===== config.mk =====
export PLATFORM = sky130hd
export DESIGN_NAME = hsp_port
export DESIGN_NICKNAME = d
export VERILOG_FILES = /design/src/hdl/hsp_pkg.sv /design/src/hdl/hsp_fifo.sv /design/src/hdl/hsp_port.sv
export SDC_FILE = /design/constraint.sdc
export NUM_CORES = 1
export LEC_CHECK = 0
export ABC_AREA = 1
export BUFFER_PORTS_ARGS = -buffer_cell sky130_fd_sc_hd__buf_2
export CORE_MARGIN = 4
export CORE_UTILIZATION = 60
export DETAILED_ROUTE_END_ITERATION = 10
export GPL_TIMING_DRIVEN = 0
export PLACE_DENSITY = 0.8
export SYNTH_ARGS = -nofsm -noshare
export SYNTH_HDL_FRONTEND = slang
export SYNTH_HIERARCHICAL = 1
export SYNTH_SLANG_ARGS = --single-unit

===== constraint.sdc =====
create_clock -name i_clock -period 4.46 [get_ports i_clock]
set_clock_uncertainty 0.2 [all_clocks]
set_input_delay 0 -clock i_clock [delete_from_list [all_inputs] [get_ports i_clock]]
set_output_delay 0 -clock i_clock [all_outputs]
set_load 0.005 [all_outputs]

===== src/hdl/hsp_pkg.sv =====
// Package: constants and types for the host serial port
//
// How it works
// - Port settings: rate up to 38.4K, sync/async timing, duplex, parity.
// - Terminal side: drives data, RTS, DTR; reads data, CTS, DSR, DCD, clocks.
// - In synchronous timing, bits are timed from modem transmit/receive clocks.
// - Synchronous timing still uses async character framing; no sync characters.
// - Binary protocol frames are accepted only when address matches switch address.
// - XOFF stops transmission within four further characters.
// - Binary protocol: XON is 11 hex, XOFF 13 hex, bit eight clear.
// - ASCII protocol: XON/XOFF are 7-bit 11/13 checked with configured parity.
// - XON/XOFF is honoured only when full duplex is selected.
// - Frame start while paused clears the pause and drops that frame.
// - The device never sends XOFF itself.
// - ASCII characters: one start, seven data, optional parity, one stop.
// - One switch enables parity, another picks even or odd.
// - A switch selects full or half duplex.
// - Binary protocol moves eight-bit bytes with no parity.
package hsp_pkg;

  // ********************************
  // Timing
  // ********************************
  localparam int CLK_HZ         = 125_000_000;
  localparam int BAUD_MAX       = 38_400;
  localparam int OVERSAMPLE     = 16;
  // Baud rates the 16x tick divisor is worked out from, index is the rate code 0..9
  localparam int RATE_TABLE [10] = '{110, 150, 300, 600, 1200, 2400,
                                     4800, 9600, 19200, BAUD_MAX};
  localparam int XOFF_LIMIT     = 4;

  // ********************************
  // Characters
  // ********************************
  localparam logic [7:0] XON_CODE    = 8'h11;
  localparam logic [7:0] XOFF_CODE   = 8'h13;
  localparam logic [7:0] START_ASCII = 8'h3A;
  localparam logic [7:0] START_BIN   = 8'h7E;
  localparam int         BITS_ASCII  = 7;
  localparam int         BITS_BIN    = 8;
  localparam int         FIFO_DEPTH  = 4;

  typedef struct packed {
    logic       binary_proto;
    logic       parity_en;
    logic       parity_odd;
    logic       full_duplex;
    logic       sync_timing;
    logic [3:0] rate;
    logic [4:0] address;
  } hsp_cfg_t;

  typedef struct packed {
    logic       parity_err;
    logic       frame_err;
    logic [7:0] data;
  } hsp_rx_t;

endpackage


===== src/hdl/hsp_fifo.sv =====
// Small valid/ready FIFO between user and transmitter
`timescale 1ns/10ps
`default_nettype none
module hsp_fifo #(
  parameter int WIDTH = 8,
  parameter int DEPTH = 4
) (
  input  wire logic             i_clock,
  input  wire logic             i_rst_b,
  input  wire logic [WIDTH-1:0] i_data,
  input  wire logic             i_valid,
  output logic                  o_ready,
  output logic      [WIDTH-1:0] o_data,
  output logic                  o_valid,
  input  wire logic             i_ready
);
  localparam int AW = $clog2(DEPTH);
  logic [WIDTH-1:0] mem [DEPTH];
  logic [AW-1:0]    wr_ptr;
  logic [AW-1:0]    rd_ptr;
  logic [AW:0]      count;
  logic             push;
  logic             pop;

  assign o_ready = (count != (AW+1)'(DEPTH));
  assign o_valid = (count != '0);
  assign push    = i_valid & o_ready;
  assign pop     = o_valid & i_ready;
  assign o_data  = mem[rd_ptr];

  always_ff @(posedge i_clock) begin
    if (push) begin
      mem[wr_ptr] <= i_data;
    end
  end

  always_ff @(posedge i_clock or negedge i_rst_b) begin
    if (!i_rst_b) begin
      wr_ptr <= '0;
      rd_ptr <= '0;
      count  <= '0;
    end else begin
      if (push) begin
        wr_ptr <= AW'(wr_ptr + 1'b1);
      end
      if (pop) begin
        rd_ptr <= AW'(rd_ptr + 1'b1);
      end
      if (push && !pop) begin
        count <= count + 1'b1;
      end else if (pop && !push) begin
        count <= count - 1'b1;
      end
    end
  end
endmodule
`default_nettype wire


===== src/hdl/hsp_port.sv =====
// Host serial port: DTE-side UART with XON/XOFF pause and address filter
`timescale 1ns/10ps
`default_nettype none
module hsp_port (
  input  wire logic             i_clock,
  input  wire logic             i_rst_b,
  input  wire hsp_pkg::hsp_cfg_t i_cfg,
  input  wire logic       [7:0] i_tx_data,
  input  wire logic             i_tx_valid,
  output logic                  o_tx_ready,
  output hsp_pkg::hsp_rx_t      o_rx,
  output logic                  o_rx_valid,
  output logic                  o_frame_drop,
  output logic                  o_paused,
  output logic                  o_txd,
  output logic                  o_rts,
  output logic                  o_dtr,
  input  wire logic             i_rxd,
  input  wire logic             i_cts,
  input  wire logic             i_dsr,
  input  wire logic             i_dcd,
  input  wire logic             i_tx_clk,
  input  wire logic             i_rx_clk
);

  // ********************************
  // Pin synchronisers
  // ********************************
  logic [5:0] pin_meta;
  logic [5:0] pin_sync;
  logic       tclk_last;
  logic       rclk_last;
  logic       rxd;
  logic       cts;
  logic       dsr;
  logic       dcd;
  always_ff @(posedge i_clock or negedge i_rst_b) begin
    if (!i_rst_b) begin
      pin_meta  <= 6'h3F;
      pin_sync  <= 6'h3F;
      tclk_last <= 1'b1;
      rclk_last <= 1'b1;
    end else begin
      pin_meta  <= {i_rxd, i_cts, i_dsr, i_dcd, i_tx_clk, i_rx_clk};
      pin_sync  <= pin_meta;
      tclk_last <= pin_sync[1];
      rclk_last <= pin_sync[0];
    end
  end
  // Circuits are treated as active high after the receivers
  assign rxd = pin_sync[5];
  assign cts = pin_sync[4];
  assign dsr = pin_sync[3];
  assign dcd = pin_sync[2];

  // ********************************
  // Bit timing
  // ********************************
  // 110 baud needs a 17-bit divisor at this clock
  logic [16:0] div_cnt;
  logic [16:0] div_max;
  logic        tick16;
  logic        tx_bit_en;
  logic        rx_smp_en;
  logic [3:0]  tx_sub;
  logic        sync_tx_edge;
  logic        sync_rx_edge;

  always_comb begin
    div_max = 17'(hsp_pkg::CLK_HZ /
                  (hsp_pkg::OVERSAMPLE * hsp_pkg::RATE_TABLE[0]) - 1);
    for (int k = 0; k < 10; k++) begin
      if (i_cfg.rate == 4'(k)) begin
        div_max = 17'(hsp_pkg::CLK_HZ /
                      (hsp_pkg::OVERSAMPLE * hsp_pkg::RATE_TABLE[k]) - 1);
      end
    end
  end

  assign tick16 = (div_cnt == div_max);
  always_ff @(posedge i_clock or negedge i_rst_b) begin
    if (!i_rst_b) begin
      div_cnt <= '0;
      tx_sub  <= '0;
    end else begin
      div_cnt <= tick16 ? 17'h00000 : 17'(div_cnt + 1'b1);
      if (tick16) begin
        tx_sub <= 4'(tx_sub + 1'b1);
      end
    end
  end

  // Modem clocks: send on falling edge, sample on rising
  assign sync_tx_edge = tclk_last & ~pin_sync[1];
  assign sync_rx_edge = ~rclk_last & pin_sync[0];
  assign tx_bit_en = i_cfg.sync_timing ? sync_tx_edge
                                       : (tick16 && tx_sub == 4'hF);

  // ********************************
  // Transmitter
  // ********************************
  logic [7:0] fifo_data;
  logic       fifo_valid;
  logic       fifo_ready;
  logic       pause;
  logic       tx_busy;
  logic [10:0] tx_shift;
  logic [3:0]  tx_left;
  logic        tx_par;
  logic        tx_done;
  logic [3:0]  n_data;

  hsp_fifo #(
    .WIDTH (8),
    .DEPTH (hsp_pkg::FIFO_DEPTH)
  ) u_fifo (
    .i_clock (i_clock),
    .i_rst_b (i_rst_b),
    .i_data  (i_tx_data),
    .i_valid (i_tx_valid),
    .o_ready (o_tx_ready),
    .o_data  (fifo_data),
    .o_valid (fifo_valid),
    .i_ready (fifo_ready)
  );

  // Seven data bits for ASCII, eight for binary; parity only in ASCII
  assign n_data = i_cfg.binary_proto ? 4'(hsp_pkg::BITS_BIN)
                                     : 4'(hsp_pkg::BITS_ASCII);
  assign tx_par = ^fifo_data[6:0] ^ i_cfg.parity_odd;

  // Pause holds the next character in the FIFO so nothing is lost
  assign fifo_ready = fifo_valid && !tx_busy && !pause && cts && tx_bit_en;
  assign tx_done    = tx_busy && tx_bit_en && tx_left == 4'h1;

  always_ff @(posedge i_clock or negedge i_rst_b) begin
    if (!i_rst_b) begin
      tx_busy  <= 1'b0;
      tx_shift <= 11'h7FF;
      tx_left  <= '0;
    end else if (fifo_ready) begin
      tx_busy <= 1'b1;
      if (i_cfg.binary_proto) begin
        tx_shift <= {2'b11, fifo_data, 1'b0};
        tx_left  <= 4'hA;
      end else if (i_cfg.parity_en) begin
        tx_shift <= {2'b11, tx_par, fifo_data[6:0], 1'b0};
        tx_left  <= 4'hA;
      end else begin
        tx_shift <= {3'b111, fifo_data[6:0], 1'b0};
        tx_left  <= 4'h9;
      end
    end else if (tx_busy && tx_bit_en) begin
      tx_shift <= {1'b1, tx_shift[10:1]};
      tx_left  <= 4'(tx_left - 1'b1);
      if (tx_done) begin
        tx_busy <= 1'b0;
      end
    end
  end

  always_ff @(posedge i_clock or negedge i_rst_b) begin
    if (!i_rst_b) begin
      o_txd <= 1'b1;
      o_rts <= 1'b0;
      o_dtr <= 1'b0;
    end else begin
      o_txd <= tx_busy ? tx_shift[0] : 1'b1;
      o_dtr <= 1'b1;
      // Half duplex raises request to send only while there is data
      o_rts <= i_cfg.full_duplex | fifo_valid | tx_busy;
    end
  end

  // ********************************
  // Receiver (always async framing)
  // ********************************
  logic       rx_busy;
  logic [3:0] rx_phase;
  logic [3:0] rx_idx;
  logic [9:0] rx_bits;
  logic       rx_end;
  logic [3:0] rx_total;
  logic [7:0] rx_byte;
  logic       rx_perr;
  logic       rx_start;

  assign rx_smp_en = i_cfg.sync_timing ? sync_rx_edge
                                       : (tick16 && rx_phase == 4'h7);
  assign rx_total  = 4'(n_data + 4'(i_cfg.parity_en & ~i_cfg.binary_proto)
                     + 4'h1);
  assign rx_end    = rx_busy && rx_smp_en && rx_idx == rx_total;
  assign rx_start  = !rx_busy && !rxd && dsr;

  always_ff @(posedge i_clock or negedge i_rst_b) begin
    if (!i_rst_b) begin
      rx_busy  <= 1'b0;
      rx_phase <= '0;
      rx_idx   <= '0;
      rx_bits  <= '0;
    end else if (rx_start) begin
      // Start bit found: character framing even in sync timing
      rx_busy  <= 1'b1;
      rx_phase <= '0;
      rx_idx   <= '0;
    end else if (rx_busy) begin
      if (tick16) begin
        rx_phase <= 4'(rx_phase + 1'b1);
      end
      if (rx_smp_en) begin
        rx_bits <= {rxd, rx_bits[9:1]};
        rx_idx  <= 4'(rx_idx + 1'b1);
        if (rx_idx == rx_total) begin
          rx_busy <= 1'b0;
        end
      end
    end
  end

  // Right-align the captured bits: start, data, parity; the stop bit is read from rxd
  always_comb begin
    logic [9:0] al;
    al      = rx_bits >> (4'hA - rx_total);
    rx_byte = i_cfg.binary_proto ? al[8:1] : {1'b0, al[7:1]};
    rx_perr = i_cfg.parity_en && !i_cfg.binary_proto &&
              ((^al[8:1]) != i_cfg.parity_odd);
  end

  // ********************************
  // Flow control and frame filter
  // ********************************
  logic got_xon;
  logic got_xoff;
  logic got_sof;
  logic discard;
  logic addr_wait;
  logic addr_ok;

  assign got_xon  = rx_end && !rx_perr && rx_byte == hsp_pkg::XON_CODE;
  assign got_xoff = rx_end && !rx_perr && rx_byte == hsp_pkg::XOFF_CODE;
  assign got_sof  = rx_end && rx_byte == (i_cfg.binary_proto ?
                    hsp_pkg::START_BIN : hsp_pkg::START_ASCII);
  assign addr_ok  = rx_byte[4:0] == i_cfg.address && rx_byte[7:5] == 3'h0;

  // Current character finishes, so the stop lands well inside four
  always_ff @(posedge i_clock or negedge i_rst_b) begin
    if (!i_rst_b) begin
      pause <= 1'b0;
    end else if (!i_cfg.full_duplex) begin
      pause <= 1'b0;
    end else if (got_sof && pause) begin
      pause <= 1'b0;
    end else if (got_xoff) begin
      pause <= 1'b1;
    end else if (got_xon) begin
      pause <= 1'b0;
    end
  end
  // Device never emits XOFF: transmit path only carries user data

  always_ff @(posedge i_clock or negedge i_rst_b) begin
    if (!i_rst_b) begin
      discard   <= 1'b0;
      addr_wait <= 1'b0;
    end else if (got_sof) begin
      discard   <= pause && i_cfg.full_duplex;
      addr_wait <= i_cfg.binary_proto;
    end else if (rx_end && addr_wait) begin
      addr_wait <= 1'b0;
      if (!addr_ok) begin
        discard <= 1'b1;
      end
    end
  end

  always_ff @(posedge i_clock or negedge i_rst_b) begin
    if (!i_rst_b) begin
      o_rx         <= '0;
      o_rx_valid   <= 1'b0;
      o_frame_drop <= 1'b0;
      o_paused     <= 1'b0;
    end else begin
      o_paused     <= pause;
      o_frame_drop <= got_sof && pause && i_cfg.full_duplex;
      o_rx_valid   <= rx_end && dcd && !got_sof && !discard && !addr_wait
                      && !(i_cfg.full_duplex && (got_xon || got_xoff));
      if (rx_end) begin
        o_rx.data       <= rx_byte;
        o_rx.parity_err <= rx_perr;
        o_rx.frame_err  <= !rxd;
      end
    end
  end

endmodule
`default_nettype wire


Yosys cells after proc, flatten, opt, wreduce, memory -nomap -nowiden
Memory sizes are Yosys's and may differ from the RTL's. Index checks and enable logic that the tools add are counted.

ROM bits: 0. Word-level logic and storage cells: 186. Bits in latches: 0. Output and inout port bits: 17. RAM bits: 32. Bits of input ports: 31. Flip-flop bits (word level): 96. Memories kept: 1.

Equality and inequality tests: 22. Magnitude comparators: 0. Mux-type cells: 50. Reduce and logical (&&, ||, !) cells: 60. Add/sub/neg operators: 12. Bitwise operators: 12. Divide/modulo/power cells: 0. Shift-type cells: 1. Multiply operators: 0.

Memory list: u_fifo.mem (depth 4, bits a word 8, read ports 1, clocked after memory_dff 0, write ports 1, RTL line hsp_fifo.sv:18) `logic [WIDTH-1:0] mem [DEPTH];`.

Operators by type and width (number): 17-bit 2-to-1 mux (10); 4-bit 2-to-1 mux (9); 1-bit logical AND (31); 11-bit 2-to-1 mux (2); 1-bit 2-to-1 mux (21); 4-bit by 3-bit equality test with 1-bit output, second input constant (5); 9-bit 2-to-1 mux (2); 17-bit by 1-bit adder with 17-bit output, second input constant (1); 17-bit equality test (1); 4-bit by 1-bit adder with 4-bit output, second input constant (4); 8-bit by 5-bit equality test with 1-bit output, second input constant (2); 2-bit nonzero test (7); 4-bit equality test, second input constant (3); 1-bit logical NOT (12); 10-bit by 4-bit right shift with 9-bit output (1); 4-bit by 1-bit equality test with 1-bit output, second input constant (2); 4-bit by 2-bit equality test with 1-bit output, second input constant (2); 8-bit by 7-bit equality test with 1-bit output (1); 8-bit 2-to-1 mux (1); 2-bit AND reduction (4); 8-bit XOR reduction (1); 7-bit 2-to-1 mux (1); 7-bit XOR reduction (1); 3-bit 2-to-1 mux (2); 23 further kinds (31).

Depth between registers and ports, before layout
Depth in word-level cells: 21. Mapped depth: 23. Mapped depth without buffers: 23.

Cells and area by module
Netlist, hierarchy kept.

Modules (own cells, without submodules): hsp_port (times used 1, cells an instance 606, area each 4715.8 sq um); hsp_fifo (times used 1, cells an instance 152, area each 1731.7 sq um).

Least setup slack after synthesis
No wires, ideal clock.

Kind: input-to-reg. Start: input i_cfg[6] (netlist name). End: register u_fifo.count[1]. Slack: 1942 ps. Cell stages on the path: 19. Arrival time: 2191 ps. Required time: 4133 ps. Buffers on the path: 1. Cells stage by stage: buf_2 -> nand2_1 -> inv_1 -> nand2_1 -> nand3_1 -> xor2_1 -> nor2_1 -> nand3_1 -> nor2_1 -> nand4_1 -> nand2_1 -> nand3_1 -> inv_1 -> nand2_1 -> ha_1 -> inv_1 -> fa_1 -> nand2_1 -> o21ai_0.

Word-level cells in the longest chain between the ends: 18. Elaborated cells between the ends (all ways): 28. Those cells by class: eq/ne: 10; mux: 11; bitwise: 1; reduce/logical: 6.

Ends and longest elaborated chain: start, declared (RTL line hsp_port.sv:7) `input wire hsp_pkg::hsp_cfg_t i_cfg,`; 4-bit by 1-bit equality test with 1-bit output (RTL line hsp_port.sv:73) `if (i_cfg.rate == 4'(k)) begin`; 17-bit 2-to-1 mux (8 in a row) (RTL line hsp_port.sv:73); 17-bit 2-to-1 mux (*) (RTL line hsp_port.sv:73); 17-bit equality test (*) (RTL line hsp_port.sv:80) `assign tick16 = (div_cnt == div_max);`; 1-bit logical AND (*) (RTL line hsp_port.sv:97) `: (tick16 && tx_sub == 4'hF);`; 1-bit 2-to-1 mux (*) (RTL line hsp_port.sv:96) `assign tx_bit_en = i_cfg.sync_timing ? sync_tx_edge`; 1-bit logical AND (*) (RTL line hsp_port.sv:133) `assign fifo_ready = fifo_valid && !tx_busy && !pause && cts && tx_bit_en;`; via fifo_ready (RTL line hsp_port.sv:104) `logic fifo_ready;`; 1-bit bitwise AND (*) (RTL line hsp_fifo.sv:28) `assign pop = o_valid & i_ready;`; 1-bit logical NOT (RTL line hsp_fifo.sv:49) `if (push && !pop) begin`; 1-bit logical AND (RTL line hsp_fifo.sv:49); 3-bit 2-to-1 mux or 2-bit nonzero test (tied branches); end signal, assigned (RTL line hsp_fifo.sv:50) `count <= count + 1'b1;`; end signal, assigned (RTL line hsp_fifo.sv:52) `count <= count - 1'b1;`; end, declared (RTL line hsp_fifo.sv:21) `logic [AW:0] count;`.

Mark *: on every way through the listed nets, which the timed path passes. The rest lies on a longest branch. A chain may end at the register's enable or synchronous reset.

Worst setup path after layout
Start: input i_cfg[13] (netlist name). End: register pause.

Word-level cells in the longest chain between the ends: 15. Elaborated cells between the ends (all ways): 29. Those cells by class: add/sub: 3; eq/ne: 6; shift: 1; mux: 6; bitwise: 2; reduce/logical: 11.

Ends and longest elaborated chain: 1-bit NOT with 4-bit output (RTL line hsp_port.sv:190) `assign rx_total = 4'(n_data + 4'(i_cfg.parity_en & ~i_cfg.binary_proto)`; 1-bit by 4-bit bitwise AND with 4-bit output (RTL line hsp_port.sv:190); 4-bit adder (RTL line hsp_port.sv:190); 4-bit by 1-bit adder with 4-bit output (RTL line hsp_port.sv:191) `+ 4'h1);`; 4-bit subtractor (RTL line hsp_port.sv:223) `al = rx_bits >> (4'hA - rx_total);`; 10-bit by 4-bit right shift with 9-bit output (RTL line hsp_port.sv:223); 8-bit XOR reduction (RTL line hsp_port.sv:226) `((^al[8:1]) != i_cfg.parity_odd);`; 1-bit inequality test (RTL line hsp_port.sv:226); 1-bit logical AND (RTL line hsp_port.sv:225) `rx_perr = i_cfg.parity_en && !i_cfg.binary_proto &&`; 1-bit logical NOT (RTL line hsp_port.sv:239, hsp_port.sv:240); 1-bit logical AND (RTL line hsp_port.sv:239, hsp_port.sv:240); 1-bit logical AND (RTL line hsp_port.sv:240) `assign got_xoff = rx_end && !rx_perr && rx_byte == hsp_pkg::XOFF_CODE;`; 1-bit 2-to-1 mux (RTL line hsp_port.sv:253) `end else if (got_xoff) begin`; 1-bit 2-to-1 mux (RTL line hsp_port.sv:251) `end else if (got_sof && pause) begin`; 1-bit 2-to-1 mux (RTL line hsp_port.sv:249) `end else if (!i_cfg.full_duplex) begin`; end signal, assigned (RTL line hsp_port.sv:250) `pause <= 1'b0;`; end signal, assigned (RTL line hsp_port.sv:252) `pause <= 1'b0;`; end signal, assigned (RTL line hsp_port.sv:254) `pause <= 1'b1;`; end, declared (RTL line hsp_port.sv:105) `logic pause;`.

Parallel ways exist; a longest one is shown, timed or not.

==> impl_results.md <==
- Grt ovf: 0
- Starting DRT DRC Count: 490
- Cell row count: 37
- Synth Area in Compound Gates: 0.0765
- Avg Vias per Cell: 5.38
- Peak supply drop: approximately 0.46 mV
- Violated checks: DRC
- Sequential area share after synthesis: 0.511
- Met2 Track Usage GR: 0.441
- Top cell type by total area after synthesis: dfrtp_1
- Crit path required time: approximately 4.7 ns
- Clock Latency Late Sink: 0.53 ns
- R2R Setup Slk: 1.06 ns
- R2r worst-path depth: 12
- Synth Cell Area: about 6400 µm²
- Port bufs: 46
- CP top delay family: buffers and inverters
- Async SR Flop Fraction: 0.742
- Die Width: around 110 µm
- Number of flops mapped to enable cells by yosys: 32
- Buf/Inv on CP: 6
- Top cells by area, synth: dfrtp_1 26%, edfxtp_1 15%, nand2_1 12%, dfstp_2 9.8%, inv_1 6.1%
- Diode count: 0
- Pin count of the biggest net entering global routing: just under 70
- Netlist cell types: 46
- YS warnings: 6
- Critical-path cell list: dlygate4sd3_1 > buf_2 > nor2_1 > clkbuf_1 > nor2_1 > a21oi_1 > ha_1 > nand3_1 > nor2_1 > nand3_1 > inv_1 > nand4_1 > nand2_1 > dlygate4sd3_1 > a21oi_1 > dlygate4sd3_1
- Global-route wire length before repair: 25.8 mm
- Initial antenna violation count: 0
- Post-route DRC violation count: 1
- Syn nets: slightly above 800
- Max Clk Rate: about 270 MHz
- DR vias: roughly 5400
- Pwr dens: ~560 nW/µm²
- RSZ-0062 raised after global routing: false
- DP HPWL: roughly 10 mm
- Count leader, synth: nand2_1
- Period utilization: 0.825
- Post-CTS Setup Bufs: 0
- Die Height: 112 µm
- Routability cong.: roughly 0.94
- Critical Path AT: between 3 and 4 ns
- Min Tclk post-route: 3.68 ns
- Full die area: between 10000 and 15000 µm²
- Vias in the first global route: between 5000 and 6000
- Gr usage total: 0.258
- Kind of critical path: in -> reg
- Worst Setup EP: pause
- CTS sink count: approximately 120
- CORE AREA: approximately 10000 µm²
- Worst-margin pin slew: ~0.90 ns
- I/O Pins: 48
- Hold crit path type: in -> reg
- List of most frequent post-synthesis cells: 199 x nand2_1, 105 x inv_1, 85 x nor2_1, 68 x dfrtp_1, 47 x nand3_1
- Nets: approximately 900
- Slew HR: 0.396
- Total routed wirelength: 15.3 mm
- Layout cell share with drive strength beyond 1: 0.153
- CTS resizes: 0
- CP endpoint kind: flip-flop
- Static Leak: 3.87 nW
- Critical-path top delay cell: dlygate4sd3_1
- Initial Utilization: 0.619
- CP peak stage delay: between 0.5 and 0.6 ns
- Most used DFF post-synth: dfrtp_1
- Outcome: finished with violations
- M1 GR Usage: 0.308
- Crit start category: input pin
- FILL cells: 740
- Worst r2r src: rx_bits[3]
- XOR/XNOR share of the synthesized area: 0.0394
- Clk buf depth: 2
- DRT Pass-1 Iters: 8
- Cells after Synth: roughly 760
- Max_cap viols: 0
- Avg WL per Cell: 15.2 µm
- Final Hold Fails: 0
- Worst-path fanout max: 10
- Num CTS Buffers: 17
- GR Util met3: 0.0668
- Final setup fails: 0
- Hold_ws: approximately 0.025 ns
- Area share of the largest cell type after synthesis: 0.264
- Mux cell area share after synthesis: 0.00330
- CTS Root Cell: clkbuf_8
- Crit. Startpoint: i_cfg[13]
- Main combinational cell family by area after synthesis: simple AND/OR/NAND/NOR gates
- R2R Path End: pause
- Area of the multi-input gates: 2630 µm²
- Clk slew on worst S/H paths: 0.06 ns
- Area delta synth->final: 22.0%
- Post-Synth Simple-Gate Area: 0.252
- Adder-cell share of the synthesized area: 0.0361
- Post-route ant nets: 0
- Fin. max-slew vios: 0
- Crit path depth: 16
- Reg area: between 3000 and 4000 µm²
- Final setup TNS: 0 ns
- Htree depth: 4
- Average cell area after synthesis: about 8.5 µm²
- Gr busiest metal: met2
- Post-synthesis register bit count: about 120
- CTS tree: built
-- cell type report --
type | count | share of cell area
multi-input combinational | 508 | 0.334
clock inverter | 14 | 0.0245
inverter | 111 | 0.0529
timing repair buffer | 84 | 0.0801
tap | 136 | 0.0216
clock buffer | 18 | 0.0544
buffer | 15 | 0.0138
sequential | 124 | 0.419
-- worst min-delay path by stage --
stage | startpoint | end | slack, ns | cells after the start
CTS | i_tx_data[7] | u_fifo/mem[0][7] | 0.004 | 2
finish | i_tx_data[7] | u_fifo/mem[0][7] | 0.03 | 2
detailed placement | i_rst_b | div_cnt[3] | -0.25 | 1
global route | i_tx_data[7] | u_fifo/mem[1][7] | 0.04 | 2
floorplan | i_rst_b | addr_wait | -0.50 | 0
global placement | i_rxd | pin_meta[5] | -0.09 | 1
-- kinds of logic after synthesis --
kind of cell,Yosys count
other cells,1
flops,124
xor+xnor,29
fa+ha+maj,18
simple gates,376
buf+inv,126
mux,2
compound gates,82
-- layout by cell type (no fill, tap or decap), drive strengths merged --
cell	netlist	layout
a2111oi	1	1
a21boi	2	2
a21o	1	1
a21oi	13	13
a22o	2	2
a32o	1	1
and3	2	2
buf	12	59
bufinv	0	4
clkbuf	3	21
clkinv	2	10
clkinvlp	0	1
conb	1	1
dfrtp	68	68
dfstp	24	24
dlygate4sd3	0	37
edfxtp	32	32
fa	1	1
ha	17	17
inv	109	110
mux2	1	1
mux2i	1	1
nand2	203	203
nand3	53	53
nand3b	1	1
nand4	19	19
nor2	88	88
nor3	7	7
nor3b	1	1
nor4	1	1
o2111ai	1	1
o211ai	17	17
o21a	1	1
o21ai	40	40
o22ai	1	1
o31ai	2	2
or2	1	1
xnor2	14	14
xor2	15	15
-- layer usage --
| metal | vias to the layer above | routed length [µm] |
|---|---|---|
| li1 | 2642 | - |
| met1 | 2603 | 6470 |
| met2 | 146 | 7700 |
| met3 | 47 | 667 |
| met4 | 0 | 490 |
| met5 | - | 0 |
-- registers in the layout (all words and copies together), names as in the netlist, 6 cells and up --
register	cells
pin_sync	6
u_fifo/mem	32
tx_shift	9
div_cnt	17
pin_meta	6
rx_bits	8
o_rx	10
-- per-stage QoR --
step | setup WS [ns] | power (W) | cells | utilization | instance area (µm²)
6_report | 0.780 | 0.00444 | 1010 | 0.755 | 7870
5_1_grt | 0.524 | 0.00473 | 1010 | 0.755 | 7870
4_1_cts | 0.929 | 0.00444 | 1010 | 0.755 | 7870
3_5_place_dp | 1.23 | 0.00296 | 941 | 0.660 | 6880
3_3_place_gp | 1.31 | 0.00288 | 940 | 0.657 | 6850
2_1_floorplan | 1.94 | 0.00261 | 758 | - | 6450
-- repair_timing --
action / 4_1_cts / 5_1_grt
endpoints found under the setup margin: 0 / 0
hold endpoints to repair: 188 / 0
hold buffers: 37 / 0
-- where the power goes --
group	leakage, nW	total, W	switching [W]	internal [W]
Sequential	1.42	0.00163	0.000176	0.00145
Combinational	2.15	0.00137	0.000821	0.000549
Clock	0.300	0.00144	0.000520	0.000923
Total	3.87	0.00444	0.00152	0.00293
Note: power is estimated with default switching activity, not from simulation.
